$ cat src/include/msu_pkg.sv
// Package for the memory scan unit: register map, fields, codes and timing.
package msu_pkg;
  // Register indices; byte address is four times the index
  localparam int REG_IDX_CONTROL = 0;
  localparam int REG_IDX_SOURCE = 1;
  localparam int REG_IDX_STATUS = 2;
  localparam int REG_BYTES_PER_IDX = 4;
  // scan_control fields
  localparam int CTL_ENABLE_BIT = 0;
  localparam int CTL_FAULT_NMI_ENABLE_BIT = 1;
  localparam int CTL_RESET_BIT = 7;
  // scan_source_config fields
  localparam int CFG_SRC_LSB = 0;
  localparam int CFG_MODE_LSB = 4;
  // scan_status fields
  localparam int STS_BUSY_BIT = 0;
  localparam int STS_OK_BIT = 1;
  // Reset values
  localparam logic [7:0] CONTROL_RESET = 8'h00;
  localparam logic [7:0] SOURCE_RESET = 8'h00;
  localparam logic [7:0] STATUS_RESET = 8'h02;
  // Source and mode codes
  localparam logic [1:0] SRC_FLASH = 2'h0;
  localparam logic [1:0] SRC_BOOTAPP = 2'h1;
  localparam logic [1:0] SRC_BOOT = 2'h2;
  localparam logic [1:0] SRC_SIGROW = 2'h3;
  localparam logic [1:0] MODE_RESET_SCAN = 2'h1;
  // Checksum generator
  localparam logic [15:0] CRC_POLY = 16'h1021;
  localparam logic [15:0] CRC_INIT = 16'h0fff;
  // Timing in clock cycles
  localparam logic [1:0] START_DELAY_CYC = 2'h3;
  localparam int WORD_PERIOD_CYC = 3;
  localparam int INIT_WORD_PERIOD_CYC = 2;
  localparam logic [1:0] WORD_GAP = 2'(WORD_PERIOD_CYC - 3);
  localparam logic [1:0] INIT_WORD_GAP = 2'(INIT_WORD_PERIOD_CYC - 2);

  typedef enum logic [1:0] {st_idle, st_delay, st_fetch, st_wait} msu_state_t;

  typedef struct packed {
    logic req;
    logic [15:0] addr;
  } msu_flash_req_t;

  typedef struct packed {
    logic ack;
    logic [15:0] data;
  } msu_flash_rsp_t;

  typedef struct packed {
    logic access;
    logic internal;
    logic disconnect;
    logic status_rd;
    logic status_wr;
    logic wbusy;
    logic wok;
  } msu_dbg_t;
endpackage

$ cat src/design/msu_memory_scan_unit.sv
// Memory scan unit: flash checksum scanner with APB registers and debug hooks.
`timescale 1ns/1ns
module msu_memory_scan_unit
  import msu_pkg::*;
#(
  parameter int ADDR_W = 12,
  parameter logic [15:0] FLASH_LAST = 16'h3fff,
  parameter logic [15:0] SIGROW_BASE = 16'h1100,
  parameter logic [15:0] SIGROW_LAST = 16'h117f
) (
  // Clock and reset
  input wire logic pclk,
  input wire logic presetn,
  // APB slave
  input wire logic psel,
  input wire logic penable,
  input wire logic pwrite,
  input wire logic [ADDR_W-1:0] paddr,
  input wire logic [31:0] pwdata,
  output logic pready,
  output logic [31:0] prdata,
  output logic pslverr,
  // Flash read port
  output msu_flash_req_t flash_o,
  input wire msu_flash_rsp_t flash_i,
  // Debugger
  input wire msu_dbg_t dbg_in,
  output logic [1:0] dbg_status_mirror,
  // Reset initialization and fuses
  input wire logic reset_init_active,
  input wire logic reset_scan_enable,
  input wire logic [1:0] reset_scan_source_fuse,
  input wire logic [7:0] boot_end_fuse,
  input wire logic [7:0] app_end_fuse,
  output logic hold_in_reset,
  // CPU side
  input wire logic cpu_sleep,
  output logic cpu_stall,
  output logic nmi_req
);

  if (ADDR_W < 4) begin : g_chk_addr
    $error("ADDR_W too small for the register map");
  end
  if (FLASH_LAST[0] != 1'b1 || SIGROW_LAST[0] != 1'b1 || SIGROW_BASE[0] != 1'b0) begin : g_chk_sec
    $error("Section bounds must be word aligned");
  end

  msu_state_t state;
  logic enable;
  logic fault_nmi_enable;
  logic [1:0] src;
  logic [1:0] mode;
  logic rst_pend;
  logic busy;
  logic ok;
  logic dbg_hold;
  logic init_started;
  logic init_scan;
  logic init_fail;
  logic [1:0] cnt;
  logic [15:0] cur_addr;
  logic [15:0] sec_start;
  logic [15:0] sec_end;
  logic [15:0] crc;

  logic [ADDR_W-3:0] widx;
  logic acc_done;
  logic wr_acc;
  logic wr_scan_control;
  logic wr_scan_source_config;
  logic start_sw;
  logic init_go;
  logic dbg_wr;
  logic dbg_abort;
  logic dbg_sched;
  logic start_evt;
  logic strobe_rst;
  logic run_ok;
  logic [1:0] sel_src;
  logic [15:0] next_start;
  logic [15:0] next_end;
  logic [15:0] next_crc;
  logic last_word;
  logic pass;
  logic finish;
  logic [7:0] rd_byte;
  logic hit;

  // One byte through the generator, most significant bit first
  function automatic logic [15:0] crc_byte(input logic [15:0] c, input logic [7:0] d);
    logic [15:0] r;
    r = c;
    for (int i = 7; i >= 0; i--) begin
      r = {r[14:0], 1'b0} ^ ((r[15] ^ d[i]) ? CRC_POLY : 16'h0000);
    end
    return r;
  endfunction

  // Request decode
  always_comb begin
    widx = paddr[ADDR_W-1:2];
    acc_done = psel && penable && pready;
    wr_acc = acc_done && pwrite && !nmi_req;
    // one write path for CPU and debugger
    wr_scan_control = wr_acc && (widx == (ADDR_W-2)'(REG_IDX_CONTROL));
    wr_scan_source_config = wr_acc && (widx == (ADDR_W-2)'(REG_IDX_SOURCE));
    start_sw = wr_scan_control && pwdata[CTL_ENABLE_BIT];
    init_go = reset_init_active && reset_scan_enable && !init_started;
    dbg_wr = dbg_in.status_wr && !nmi_req;
    dbg_abort = dbg_wr && !dbg_in.wbusy && busy;
    dbg_sched = dbg_wr && dbg_in.wbusy;
    start_evt = start_sw || dbg_sched || init_go;
    strobe_rst = wr_scan_control && pwdata[CTL_RESET_BIT] && (!fault_nmi_enable || !busy);
    // frozen in sleep or while debugger holds it
    run_ok = !dbg_hold && !cpu_sleep && !rst_pend;
  end

  // Section bounds for the scan about to start
  always_comb begin
    sel_src = init_go ? reset_scan_source_fuse : src;
    next_start = 16'h0000;
    case (sel_src)
      SRC_FLASH: next_end = FLASH_LAST;
      SRC_BOOTAPP: next_end = 16'({app_end_fuse, 8'h00} - 16'h0001);
      SRC_BOOT: next_end = 16'({boot_end_fuse, 8'h00} - 16'h0001);
      SRC_SIGROW: begin
        next_start = SIGROW_BASE;
        next_end = SIGROW_LAST;
      end
      default: next_end = FLASH_LAST;
    endcase
  end

  // Word update and completion
  always_comb begin
    // low byte of each word first
    next_crc = crc_byte(crc_byte(crc, flash_i.data[7:0]), flash_i.data[15:8]);
    last_word = (16'(cur_addr + 16'h0001) >= sec_end);
    pass = (next_crc == 16'h0000);
    finish = (state == st_wait) && flash_i.ack && last_word && !rst_pend && !dbg_abort && !start_evt
      && !dbg_in.access;
  end

  // Control registers
  always_ff @(posedge pclk or negedge presetn) begin
    if (!presetn) begin
      enable <= CONTROL_RESET[CTL_ENABLE_BIT];
      fault_nmi_enable <= CONTROL_RESET[CTL_FAULT_NMI_ENABLE_BIT];
      src <= SOURCE_RESET[CFG_SRC_LSB +: 2];
      mode <= SOURCE_RESET[CFG_MODE_LSB +: 2];
      rst_pend <= 1'b0;
    end else begin
      rst_pend <= strobe_rst;
      if (rst_pend) begin
        // cleared one cycle after the strobe; NMI enable survives
        enable <= 1'b0;
        src <= SRC_FLASH;
        mode <= 2'h0;
      end else if (init_go) begin
        // reset-time scan leaves its settings visible
        enable <= 1'b1;
        src <= reset_scan_source_fuse;
        mode <= MODE_RESET_SCAN;
      end else begin
        if (wr_scan_control) begin
          enable <= pwdata[CTL_ENABLE_BIT];
        end
        // set only, and only while idle
        if (wr_scan_control && pwdata[CTL_FAULT_NMI_ENABLE_BIT] && !busy) begin
          fault_nmi_enable <= 1'b1;
        end
        if (wr_scan_source_config && !busy) begin
          src <= pwdata[CFG_SRC_LSB +: 2];
          mode <= pwdata[CFG_MODE_LSB +: 2];
        end
      end
    end
  end

  // Debugger hold
  always_ff @(posedge pclk or negedge presetn) begin
    if (!presetn) begin
      dbg_hold <= 1'b0;
    end else if (dbg_in.access) begin
      // any device access by the debugger
      dbg_hold <= 1'b1;
    end else if (dbg_in.internal || dbg_in.disconnect || dbg_in.status_rd) begin
      // released by internal access, disconnect or mirror read
      dbg_hold <= 1'b0;
    end
  end

  // Scan engine
  always_ff @(posedge pclk or negedge presetn) begin
    if (!presetn) begin
      state <= st_idle;
      busy <= STATUS_RESET[STS_BUSY_BIT];
      ok <= STATUS_RESET[STS_OK_BIT];
      cnt <= 2'h0;
      cur_addr <= 16'h0000;
      sec_start <= 16'h0000;
      sec_end <= 16'h0000;
      crc <= CRC_INIT;
      flash_o <= '0;
      nmi_req <= 1'b0;
      init_started <= 1'b0;
      init_scan <= 1'b0;
      init_fail <= 1'b0;
    end else begin
      if (flash_i.ack) begin
        flash_o.req <= 1'b0;
      end
      if (rst_pend) begin
        state <= st_idle;
        busy <= 1'b0;
        ok <= 1'b0;
        flash_o.req <= 1'b0;
      end else if (dbg_abort) begin
        state <= st_idle;
        busy <= 1'b0;
        flash_o.req <= 1'b0;
      end else if (start_evt) begin
        // enable starts a fresh scan, pass flag cleared
        state <= st_delay;
        busy <= 1'b1;
        ok <= 1'b0;
        cnt <= START_DELAY_CYC;
        cur_addr <= next_start;
        sec_start <= next_start;
        sec_end <= next_end;
        crc <= CRC_INIT;
        flash_o.req <= 1'b0;
        if (init_go) begin
          init_started <= 1'b1;
          init_scan <= 1'b1;
        end
      end else if (dbg_in.access && busy && (state == st_fetch || state == st_wait)) begin
        // restart from the section start once released
        state <= st_fetch;
        cnt <= 2'h0;
        cur_addr <= sec_start;
        crc <= CRC_INIT;
        flash_o.req <= 1'b0;
      end else begin
        case (state)
          st_delay: begin
            // delay counts only while allowed to run
            if (run_ok) begin
              if (cnt == 2'h1) begin
                flash_o.req <= 1'b1;
                flash_o.addr <= cur_addr;
                state <= st_wait;
              end else begin
                cnt <= 2'(cnt - 2'h1);
              end
            end
          end
          st_fetch: begin
            if (run_ok) begin
              if (cnt == 2'h0) begin
                flash_o.req <= 1'b1;
                flash_o.addr <= cur_addr;
                state <= st_wait;
              end else begin
                cnt <= 2'(cnt - 2'h1);
              end
            end
          end
          st_wait: begin
            if (flash_i.ack) begin
              crc <= next_crc;
              if (last_word) begin
                state <= st_idle;
                busy <= 1'b0;
                ok <= pass;
                if (!pass && fault_nmi_enable) begin
                  nmi_req <= 1'b1;
                end
                if (init_scan && !pass) begin
                  init_fail <= 1'b1;
                end
                init_scan <= 1'b0;
              end else begin
                cur_addr <= 16'(cur_addr + 16'h0002);
                cnt <= init_scan ? INIT_WORD_GAP : WORD_GAP;
                state <= st_fetch;
              end
            end
          end
          default: state <= st_idle;
        endcase
      end
      if (dbg_wr && !rst_pend) begin
        if (!dbg_in.wok) begin
          ok <= 1'b0;
          if (fault_nmi_enable) begin
            nmi_req <= 1'b1;
          end
        end else if (!busy) begin
          ok <= 1'b1;
        end
      end
    end
  end

  // Register read data
  always_comb begin
    hit = 1'b1;
    rd_byte = 8'h00;
    case (widx)
      (ADDR_W-2)'(REG_IDX_CONTROL): begin
        rd_byte[CTL_ENABLE_BIT] = enable;
        rd_byte[CTL_FAULT_NMI_ENABLE_BIT] = fault_nmi_enable;
      end
      (ADDR_W-2)'(REG_IDX_SOURCE): begin
        rd_byte[CFG_SRC_LSB +: 2] = src;
        rd_byte[CFG_MODE_LSB +: 2] = mode;
      end
      (ADDR_W-2)'(REG_IDX_STATUS): begin
        rd_byte[STS_BUSY_BIT] = busy;
        rd_byte[STS_OK_BIT] = ok && !busy;
      end
      default: hit = 1'b0;
    endcase
  end

  // APB response: one wait-free access cycle
  always_ff @(posedge pclk or negedge presetn) begin
    if (!presetn) begin
      pready <= 1'b0;
      prdata <= 32'h0000_0000;
      pslverr <= 1'b0;
    end else begin
      pready <= psel && !penable && !pready;
      if (psel && !penable) begin
        prdata <= pwrite ? 32'h0000_0000 : {24'h00_0000, rd_byte};
        pslverr <= !hit;
      end else if (acc_done) begin
        pslverr <= 1'b0;
      end
    end
  end

  // Side outputs
  always_ff @(posedge pclk or negedge presetn) begin
    if (!presetn) begin
      cpu_stall <= 1'b0;
      hold_in_reset <= 1'b0;
      dbg_status_mirror <= STATUS_RESET[1:0];
    end else begin
      // CPU stalled while the scan owns flash
      cpu_stall <= busy && (state == st_fetch || state == st_wait);
      // device kept in reset on failure
      hold_in_reset <= init_fail || init_scan || init_go;
      dbg_status_mirror <= {ok && !busy, busy};
    end
  end

  // Checks
  chk_nmi_sticky: assert property (@(posedge pclk) disable iff (!presetn)
    nmi_req |=> nmi_req[*8])
    else $error("NMI request withdrawn");

  chk_start_delay: assert property (@(posedge pclk) disable iff (!presetn)
    (start_sw && state == st_idle && !rst_pend && !dbg_in.access) ##1
    (run_ok && !dbg_in.access && !dbg_in.status_wr && !rst_pend)[*3] |=> flash_o.req)
    else $error("Scan did not start three cycles after enable");

  chk_no_early_fetch: assert property (@(posedge pclk) disable iff (!presetn)
    (start_evt && !rst_pend && !dbg_abort) |=> !flash_o.req ##1 !flash_o.req ##1 !flash_o.req)
    else $error("Fetch issued inside start delay");

  chk_held_no_fetch: assert property (@(posedge pclk) disable iff (!presetn)
    (dbg_hold && !start_evt && state != st_wait) |=> !$rose(flash_o.req))
    else $error("Fetch while debugger holds scanner");

  chk_busy_held: assert property (@(posedge pclk) disable iff (!presetn)
    (dbg_hold && busy && state == st_fetch && !dbg_wr && !rst_pend) |=> busy)
    else $error("Busy dropped while held");

  chk_src_locked: assert property (@(posedge pclk) disable iff (!presetn)
    (wr_scan_source_config && busy && !rst_pend) |=> $stable(src) && $stable(mode))
    else $error("Source changed while busy");

  chk_nmi_wr_lock: assert property (@(posedge pclk) disable iff (!presetn)
    (nmi_req && acc_done && pwrite && !rst_pend) |=> $stable(enable) && $stable(src))
    else $error("Write accepted after NMI");

  chk_fail_nmi: assert property (@(posedge pclk) disable iff (!presetn)
    (finish && !pass && fault_nmi_enable) |=> nmi_req && !ok)
    else $error("Failure without NMI");

  chk_ok_cleared: assert property (@(posedge pclk) disable iff (!presetn)
    (start_evt && !rst_pend && !dbg_abort) |=> !ok && busy)
    else $error("Pass flag not cleared on enable");

  chk_reset_strobe: assert property (@(posedge pclk) disable iff (!presetn)
    strobe_rst |=> ##1 (!enable && src == SRC_FLASH && !busy && !ok))
    else $error("Reset strobe did not clear registers");

  chk_stall: assert property (@(posedge pclk) disable iff (!presetn)
    (state == st_wait) ##1 (state == st_wait) |-> cpu_stall)
    else $error("CPU not stalled during scan");

  chk_hold_reset: assert property (@(posedge pclk) disable iff (!presetn)
    init_fail |=> hold_in_reset)
    else $error("Reset hold released after failure");

  cov_pass: cover property (@(posedge pclk) disable iff (!presetn) finish && pass);
  cov_fail_nmi: cover property (@(posedge pclk) disable iff (!presetn) finish && !pass && fault_nmi_enable);
  cov_dbg_restart: cover property (@(posedge pclk) disable iff (!presetn)
    dbg_in.access && busy && state == st_wait);
  cov_reset_scan: cover property (@(posedge pclk) disable iff (!presetn) init_go ##[1:1000] finish);

endmodule

$ cat config.mk
export PLATFORM = sky130hd
export DESIGN_NAME = msu_memory_scan_unit
export DESIGN_NICKNAME = d
export VERILOG_FILES = /design/src/include/msu_pkg.sv /design/src/design/msu_memory_scan_unit.sv
export SDC_FILE = /design/constraint.sdc
export NUM_CORES = 1
export LEC_CHECK = 0
export ABC_AREA = 1
export BUFFER_PORTS_ARGS = -buffer_cell sky130_fd_sc_hd__buf_2
export CAP_MARGIN = 0
export CORE_UTILIZATION = 45
export CTS_BUF_LIST = sky130_fd_sc_hd__clkbuf_8
export CTS_CLUSTER_DIAMETER = 100
export CTS_CLUSTER_SIZE = 24
export DETAILED_ROUTE_END_ITERATION = 6
export HOLD_SLACK_MARGIN = 0.08
export PLACE_DENSITY = 0.74
export REMOVE_ABC_BUFFERS = 1
export SLEW_MARGIN = 10
export SYNTH_ARGS = -nofsm -noshare
export SYNTH_HDL_FRONTEND = slang
export SYNTH_SLANG_ARGS = --single-unit
$ cat constraint.sdc
create_clock -name pclk -period 3.9 [get_ports pclk]
set_input_delay 0.195 -clock pclk [delete_from_list [all_inputs] [get_ports pclk]]
set_output_delay 0.195 -clock pclk [all_outputs]
set_load 0.03 [all_outputs]
After elaboration in Yosys (flattened, before gate mapping) --
Cells that the tools add are included.
Cells by class: $add $sub $neg 5, magnitude comparators 1, equality and inequality tests 28, mux-type cells 105, bitwise logic cells 37, reductions and logical operators 79
Operators by type and width (count):
- 16-bit by 13-bit XOR with 16-bit output | 16
- 13-bit two-way mux | 17
- 16-bit two-way mux | 9
- 17-bit two-way mux | 4
- 16-bit one-hot mux with 4 select lines | 1
- 2-bit two-way mux | 26
- 1-bit two-way mux | 43
- 17-bit one-hot mux with 2 select lines | 1
- 16-bit by 1-bit subtractor with 16-bit output, second input constant | 2
- 1-bit logical AND | 29
- 2-bit one-hot mux with 3 select lines | 3
- 9-bit AND reduction | 2
- 16-bit by 1-bit adder with 16-bit output, second input constant | 1
- 16-bit by 2-bit adder with 16-bit output, second input constant | 1
- 16-bit >= comparator | 1
- 16-bit zero test | 1
- 4-bit != test, second input constant | 4
- 1-bit XOR | 16
- 1-bit zero test | 12
- 4-bit by 3-bit != test with 1-bit output, second input constant | 3
- 6-bit by 5-bit != test with 1-bit output, second input constant | 2
- 6-bit != test, second input constant | 2
- 4-bit AND reduction | 3
- 2-bit nonzero test | 6
- other kinds (22) | 50
Storage, ports and cells: flip-flop bits (word level) 137, input port bits 94, output and inout port bits 56, word-level logic and storage cells 281

Depth between registers and ports, before layout --
Gate-level depths: netlist of the first run.
depth in word-level cells 62, depth in mapped cells 19, depth with buffers taken out 19

Least setup slack after synthesis of the first run --
No wires, ideal clock.
kind flip-flop to flip-flop, start point reg cur_addr[11], end point reg cur_addr[6], setup time 0.118 ns, arrival time 1.991 ns, required time 3.782 ns, slack 1.790 ns, stages on the path, launching flop included 14, path buffers 3, clock period less this slack 2.110 ns, path through dfrtp_1 -> clkbuf_1 -> clkbuf_1 -> ha_1 -> a21oi_1 -> o21ai_0 -> a21oi_1 -> nand3_1 -> o21ai_0 -> nand2_2 -> buf_6 -> nor2_2 -> xor2_1 -> nor2_1
On the way: cells in the longest elaborated chain, start to end 4
Ends and longest elaborated chain:
- start: declaration | RTL line msu_memory_scan_unit.sv:62 | logic [15:0] cur_addr;
- start signal: assignment | RTL line msu_memory_scan_unit.sv:229 | cur_addr <= next_start;
- start signal: assignment | RTL line msu_memory_scan_unit.sv:242 | cur_addr <= sec_start;
- start signal: assignment | RTL line msu_memory_scan_unit.sv:285 | cur_addr <= 16'(cur_addr + 16'h0002);
- 16-bit by 1-bit adder with 16-bit output | RTL line msu_memory_scan_unit.sv:139 | last_word = (16'(cur_addr + 16'h0001) >= sec_end);
- 16-bit >= comparator | RTL line msu_memory_scan_unit.sv:139
- 3-bit by 2-bit != test with 1-bit output (no source line)
- 5-bit AND reduction (no source line)
No other way between the ends. A chain may end at the register's enable or synchronous reset.

Worst setup path after layout of the first run --
start point reg state[0], end point reg crc[9]
On the way: cells in the longest elaborated chain, start to end 5, elaborated cells between the ends (all ways) 9, classes of those cells eq/ne (2); mux (2); reduce/logical (5)
Ends and longest elaborated chain:
- start: declaration | RTL line msu_memory_scan_unit.sv:49 | msu_state_t state;
- start signal: assignment | RTL line msu_memory_scan_unit.sv:197 | state <= st_idle;
- start signal: assignment | RTL line msu_memory_scan_unit.sv:215 | state <= st_idle;
- start signal: assignment | RTL line msu_memory_scan_unit.sv:220 | state <= st_idle;
- 2-bit == test, on equally long branches | RTL line msu_memory_scan_unit.sv:238, msu_memory_scan_unit.sv:246
- 1-bit logical OR | RTL line msu_memory_scan_unit.sv:238 | end else if (dbg_in.access && busy && (state == st_fetch || state == st_wait)) begin
- 1-bit logical AND | RTL line msu_memory_scan_unit.sv:238
- 3-bit nonzero test (no source line) or 16-bit two-way mux (tied branches)
- 4-bit AND reduction (no source line) or 16-bit two-way mux (tied branches)
- end signal: assignment | RTL line msu_memory_scan_unit.sv:272 | crc <= next_crc;
- end: declaration | RTL line msu_memory_scan_unit.sv:65 | logic [15:0] crc;
Several ways; a longest one is shown, not always the timed one.

==> flow_summary.ini, run 1 <==
[worst_setup_path]
critical_path.top_delay_family = simple AND/OR/NAND/NOR gates
cp-start-kind = register
cp.arrival_ns = 3.26
cp_slowest_cell = dfrtp_1
path_buf_inv = 4
cp.required_ns = 4.19
endpoint_kind = register
path_max_fanout = 13
cp_slowest_stage_delay_ns = 0.45
cp_cell_sequence = ha_1 -> inv_1 -> a21oi_1 -> nand2_1 -> inv_1 -> nor2_4 -> inv_4 -> a21oi_2 -> nor2_4 -> nand2_2 -> clkinv_2 -> a22oi_1
crit_type = register to register

[yosys]
ys_ff_latch = 87
ys_seq_area_share_pct = 36.54
synth_cell_types = 48
muxShareOfSynthArea_pct = 0
synth-compound-area-share_pct = 13.15
synthSimpleGateAreaFrac_pct = 27.10
synth_xor_area_share_pct = 4.958
synthAdderAreaFrac_pct = 5.417
synth_top_family_by_area = simple AND/OR/NAND/NOR gates
yosys_warnings = 0
avgSynthCellArea_sq_um = 7.306
synth_edf_count = 0
async_flop_share_pct = 100.0
syn_area_sq_um = 6006
syn_inst = 822
ys.flop_type = dfrtp_1

[place]
dp_hpwl_um = 10500
gp_congestion = 0.9178
portBuffers = 92

[timing]
setup_tns_ns = 0
finalCriticalPeriod_ns = 2.961
final_hold_viol_count = 0
max_freq_mhz = 337.7
relSlewSlack_pct = 46.88
tightest_slew_ns = 0.7968
rsz0062_at_grt = no
drv_slew = 0
setup_viol = 0
finalHoldWorstSlack_ns = 0.1003
finalCritPeriodShare_pct = 75.93
skew_ns = 0.01499

[power_and_ir_drop]
p_seq_share_pct = 51.6
comb_power_share_pct = 14.9
clkPwrFrac_pct = 33.6
intPower_mw = 1.248
max-vdd-ir-drop_uv = 217.8
power_density_nw_per_um2 = 266.7
switchingPower_mw = 0.5412
leakage_nw = 3.610
switching_share_pct = 30.25

[worst_hold_path]
hold_path.class = input pin to register

[die]
die_y_um = 117.5
dieArea_sq_um = 13810
core_area_sq_um = 12820
dieWidth_um = 117.5
rows = 41
start_util_pct = 46.83
io_pins = 150

[routing]
drtAntennaViolNets = 0
first_pass_iters = 5
drc = 0
routed_wl_um = 13770
first_iter_violations = 301
vias = 5348
drt-wirelength-per-cell_um = 12.71
vias_per_cell = 4.938

[clocking]
cts-htree-levels = 3
tritoncts = built
clkLatencyLatePin_ns = 0.37
cts_sinks = 87
clkTransAtPathRegs_ns = 0.10
cts_buffers = 9
clockBufferDepth = 2
cts-root-buf = clkbuf_8

[flow_run]
cap_violations = 0

[global_routing]
grt-ovfl-total = 0
grt_use_total_pct = 20.81
grt_pass1_wl_um = 23650
antenna_found_initial = 0
grt_pass1_vias = 5102
grt_max_degree = 63

[finish]
area_growth_pct = 11.69
final_cell_mix = nand2_1 (198), inv_1 (111), buf_2 (91)
drive_above_1_share_pct = 18.22
insertedDiodeCount = 0
layout_commonest_cell = nand2_1
nets = 1026

[run_status]
status = completed
[sequential cells by signal (all words and copies together), names as in the netlist, 2 cells and up]
signal / cells
cur_addr: 15
cnt: 2
src: 2
flash_o: 17
mode: 2
state: 2
sec_end: 10
crc: 16
prdata: 4
dbg_status_mirror: 2
[repair_timing]
action                     in CTS  in global routing
setup endpoints to repair       0                  0
hold endpoints to repair       54                  0
setup buffers                   0                  0
gates resized for setup         0                  0
hold buffers                    5                  0
[synthesized netlist by cell type (2+ instances only)]
cell | instances | area share, %
nor3_1 | 14 | 1.2
o21ai_0 | 43 | 3.6
or2_2 | 4 | 0.42
nand2_2 | 13 | 1.4
buf_2 | 4 | 0.33
inv_1 | 110 | 6.9
nor2_2 | 3 | 0.31
a31oi_1 | 8 | 0.83
o31ai_1 | 6 | 0.75
a22oi_2 | 3 | 0.63
nand3b_1 | 5 | 0.63
a22oi_1 | 2 | 0.25
nor4_1 | 3 | 0.31
o211ai_1 | 3 | 0.37
nor2_1 | 84 | 5.2
a21oi_1 | 36 | 3.0
buf_6 | 2 | 0.37
o221ai_1 | 2 | 0.29
xnor2_1 | 11 | 1.6
nor2_4 | 3 | 0.56
dfrtp_1 | 73 | 30
buf_4 | 30 | 3.8
nand3_1 | 38 | 3.2
nand4_1 | 5 | 0.52
o21ai_1 | 2 | 0.17
dfstp_2 | 14 | 6.1
nand2_1 | 198 | 12
o22ai_1 | 7 | 0.73
ha_1 | 26 | 5.4
a21oi_2 | 8 | 1.2
a32oi_1 | 2 | 0.29
and3_1 | 2 | 0.21
xor2_1 | 23 | 3.4
nor3_2 | 2 | 0.33
clkbuf_1 | 17 | 1.1
inv_2 | 3 | 0.19
a22o_1 | 2 | 0.29
[final timing paths]
check,from,endpoint,slack [ns],cells past startpoint
setup / recovery,state[0]$_DFFE_PN0P_,crc[9]$_DFFE_PN1P_,0.94,12
hold / removal,dbg_in[5],dbg_hold$_DFFE_PN0P_,0.10,3
setup reg to reg,state[0]$_DFFE_PN0P_,crc[9]$_DFFE_PN1P_,0.94,12
hold reg to reg,init_started$_DFFE_PN0P_,init_started$_DFFE_PN0P_,0.46,2
max in group asynchronous,presetn,dbg_status_mirror[1]$_DFF_PN1_,2.56,3
min in group asynchronous,presetn,crc[14]$_DFFE_PN0P_,0.45,2
[worst register-to-register path, cell delays in order, from the launching register on]
cell      delay [ns]
dfrtp_1         0.45
ha_1            0.26
inv_1           0.18
a21oi_1         0.11
nand2_1         0.33
inv_1           0.25
nor2_4          0.29
inv_4           0.10
a21oi_2         0.16
nor2_4          0.11
nand2_2         0.17
clkinv_2        0.26
a22oi_1         0.22
[cell families after synthesis]
family,count (synthesis)
buffers and inverters,168
adder cells (fa/ha/maj),26
AND/OR/NAND/NOR,377
XOR/XNOR,34
other,1
AO/OA/AOI/OAI,129
flip-flops,87
[power by group through the flow]
stage	clock, mW	sequential, mW	combinational (mW)
floorplan	0	0.939	0.167
detailed placement	0	0.940	0.261
global route	0.651	0.924	0.301
global placement	0	0.939	0.258
CTS	0.624	0.923	0.267
finish	0.600	0.923	0.266
[layer usage]
layer	up-vias	part of all wire [%]	global-route usage [%]
met4	0	1.3	5.529
met5	-	0	0
met2	135	49	35.69
met3	13	4.5	3.295
li1	2733	-	-
met1	2467	46	27.23
[stage by stage]
step | cells | setup slack [ns] | util [%] | power (mW) | area, sq um
floorplan | 796 | 1.153 | - | 1.107 | 5776
global placement | 1062 | 1.025 | 50.49 | 1.198 | 6475
detailed placement | 1062 | 0.9806 | 50.49 | 1.200 | 6475
CTS | 1083 | 0.9483 | 52.30 | 1.813 | 6708
global route | 1083 | 0.7543 | 52.30 | 1.876 | 6708
finish | 1083 | 0.9389 | 52.30 | 1.789 | 6708
[final cells by class]
type | instances | area (sq um)
Inverter | 115 | 435.4
Clock inverter | 6 | 45.04
Fill cell | 1300 | 6117
Tap cell | 172 | 215.2
Clock buffer | 10 | 137.6
Sequential cell | 87 | 2195
Timing Repair Buffer | 99 | 528.0
Multi-Input combinational cell | 594 | 3152
(Power assumes the default switching activity.)
==> run 2: changes to the inputs <==
PLACE_DENSITY = 0.77   (was 0.74)
clock period = 2.61 ns   (was 3.9 ns; I/O delays follow)
==> run 2 against run 1 <==
Global-route usage increased by 0.22 points. Setup slack got worse by 0.73 ns. Worst hold slack improved by 0.028 ns. Critical path depth increased by 2. Register-to-register slack got worse by 0.73 ns. Non-clock buffer count increased by 22. Critical endpoint is now cur_addr[12]$_DFFE_PN0P_. Largest power group unchanged.
==> flow_summary.ini, run 2 (synthesis gave the netlist of run 1 again) <==
[run_status]
status = completed

[clocking]
cts-root-buf = clkbuf_8
cts-htree-levels = 3
cts_buffers = 9
cts_sinks = 87
clkLatencyLatePin_ns = 0.37
clkTransAtPathRegs_ns = 0.09
tritoncts = built
clockBufferDepth = 2
post_cts_resized = 0

[finish]
seq_area_sq_um = 2195
final_cell_mix = nand2_1 (198), inv_1 (110), buf_2 (91)
drive_above_1_share_pct = 19.40
insertedDiodeCount = 0
multi_input_area_sq_um = 3152
fin_area_sq_um = 6940
layout_commonest_cell = nand2_1
n_fill_cell = 1219
nets = 1048
reg_top3 = flash_o x17, crc x16, cur_addr x15
top_register = flash_o
largest_reg_flops = 17
area_growth_pct = 15.56

[global_routing]
grt_use_total_pct = 21.03
grt-ovfl-total = 0
antenna_found_initial = 0
grt_pass1_vias = 5147
grt_pass1_wl_um = 23770
grt_max_degree = 57

[routing]
vias_per_cell = 4.906
routed_wl_um = 13970
first_iter_violations = 385
vias = 5421
drc = 0
first_pass_iters = 5
drt-wirelength-per-cell_um = 12.64
drtAntennaViolNets = 0

[die]
dieArea_sq_um = 13810
die_y_um = 117.5
start_util_pct = 46.83
dieWidth_um = 117.5
io_pins = 150
rows = 41
core_area_sq_um = 12820

[worst_setup_path]
cp-start-kind = register
cp.arrival_ns = 2.69
cp_slowest_cell = dfrtp_1
crit_type = register to register
r2r-start = sec_end[6]$_DFFE_PN0P_
r2r_slack_ns = 0.21
cp.required_ns = 2.90
critical_path.top_delay_family = compound AO/OA/AOI/OAI gates
path_max_fanout = 14
path_buf_inv = 3
endpoint_kind = register
r2r_end = cur_addr[12]$_DFFE_PN0P_
cp_cell_sequence = inv_1 -> ha_1 -> a21oi_1 -> o21ai_0 -> nand2_1 -> o211ai_1 -> nand2_1 -> nand3_1 -> o21ai_0 -> nand2_2 -> inv_2 -> buf_12 -> nor2_1 -> a31oi_1
cp_slowest_stage_delay_ns = 0.40
worstRegToRegCells = 14

[place]
portBuffers = 92
gp_congestion = 0.9002
dpl_cell_area_sq_um = 6598
dp_hpwl_um = 10680
pre_cts_ws_ns = 0.1839

[timing]
max_freq_mhz = 416.3
final.setup.worst_slack_ns = 0.2079
setup_viol = 0
relSlewSlack_pct = 50.40
rsz0062_at_grt = no
final_hold_viol_count = 0
finalCriticalPeriod_ns = 2.402
setup_tns_ns = 0
finalCritPeriodShare_pct = 92.03
drv_slew = 0
skew_ns = 0.01055
tightest_slew_ns = 0.7440

[worst_hold_path]
hold_path.class = input pin to register
worstHoldEndpoint = sec_end[10]$_DFFE_PN0P_
holdPathStages = 4
hp-start = boot_end_fuse[2]

[flow_run]
cap_violations = 0

[power_and_ir_drop]
leakage_nw = 3.724
power_density_nw_per_um2 = 400.4
max-vdd-ir-drop_uv = 318.7
-- run 2: cell count changes in the layout (fill, tap and decap cells not counted) --
cell / previous run / this run
buf_12: 0 / 2
buf_4: 3 / 15
bufinv_16: 0 / 1
clkinv_2: 1 / 2
dlygate4sd3_1: 5 / 13
inv_1: 111 / 110
inv_6: 2 / 1
-- run 2: layer usage --
layer / vias to the layer above / GRT usage, % / wire length [um]
met4: 0 / 5.689 / 193
met2: 128 / 36.13 / 6779
met5: - / 0 / 0
met1: 2500 / 27.16 / 6361
met3: 18 / 3.731 / 631
li1: 2775 / - / -
-- run 2: per-stage QoR --
step | hold WS (ns) | cells | power (mW) | util [%]
CTS | 0.1189 | 1104 | 2.807 | 54.06
global route | 0.1437 | 1105 | 2.897 | 54.12
global placement | 0.2381 | 1075 | 1.796 | 51.44
finish | 0.1279 | 1105 | 2.779 | 54.12
floorplan | -0.1651 | 796 | 1.654 | -
detailed placement | 0.2446 | 1075 | 1.801 | 51.44
-- run 2: worst max path at each step --
stage	from	to	slack [ns]	cells past startpoint
global placement	sec_end[6]$_DFFE_PN0P_	cur_addr[8]$_DFFE_PN0P_	0.23	14
detailed placement	sec_end[6]$_DFFE_PN0P_	cur_addr[8]$_DFFE_PN0P_	0.18	14
floorplan	state[0]$_DFFE_PN0P_	flash_o[10]$_DFFE_PN0P_	-0.14	9
global route	sec_end[6]$_DFFE_PN0P_	cur_addr[6]$_DFFE_PN0P_	0.02	13
CTS	sec_end[6]$_DFFE_PN0P_	cur_addr[12]$_DFFE_PN0P_	0.17	14
finish	sec_end[6]$_DFFE_PN0P_	cur_addr[12]$_DFFE_PN0P_	0.21	14
-- run 2: area by class of cell --
type / instances / area share (%)
multi-input combinational: 594 / 45.41
sequential: 87 / 31.62
timing repair buffer: 121 / 10.64
inverter: 115 / 6.274
tap: 172 / 3.101
clock buffer: 10 / 1.983
clock inverter: 6 / 0.9735
-- run 2: where the power goes --
part           total [mW]  internal [mW]  switching, mW
clock               0.984          0.472          0.512
combinational       0.421          0.142          0.280
sequential           1.37           1.36         0.0138
total                2.78           1.97          0.805
-- run 2: what timing repair did --
| action | 4_1_cts | 5_1_grt |
|---|---|---|
| setup buffers | 0 | 1 |
| endpoints found under the hold margin | 60 | 0 |
| hold buffers | 13 | 0 |
| endpoints found under the setup margin | 0 | 3 |
-- run 2: tightest hold or removal path, cell delays in order --
cell,delay [ns]
buf_2,0.11
nand2_1,0.05
nand3_1,0.07
a32oi_1,0.09
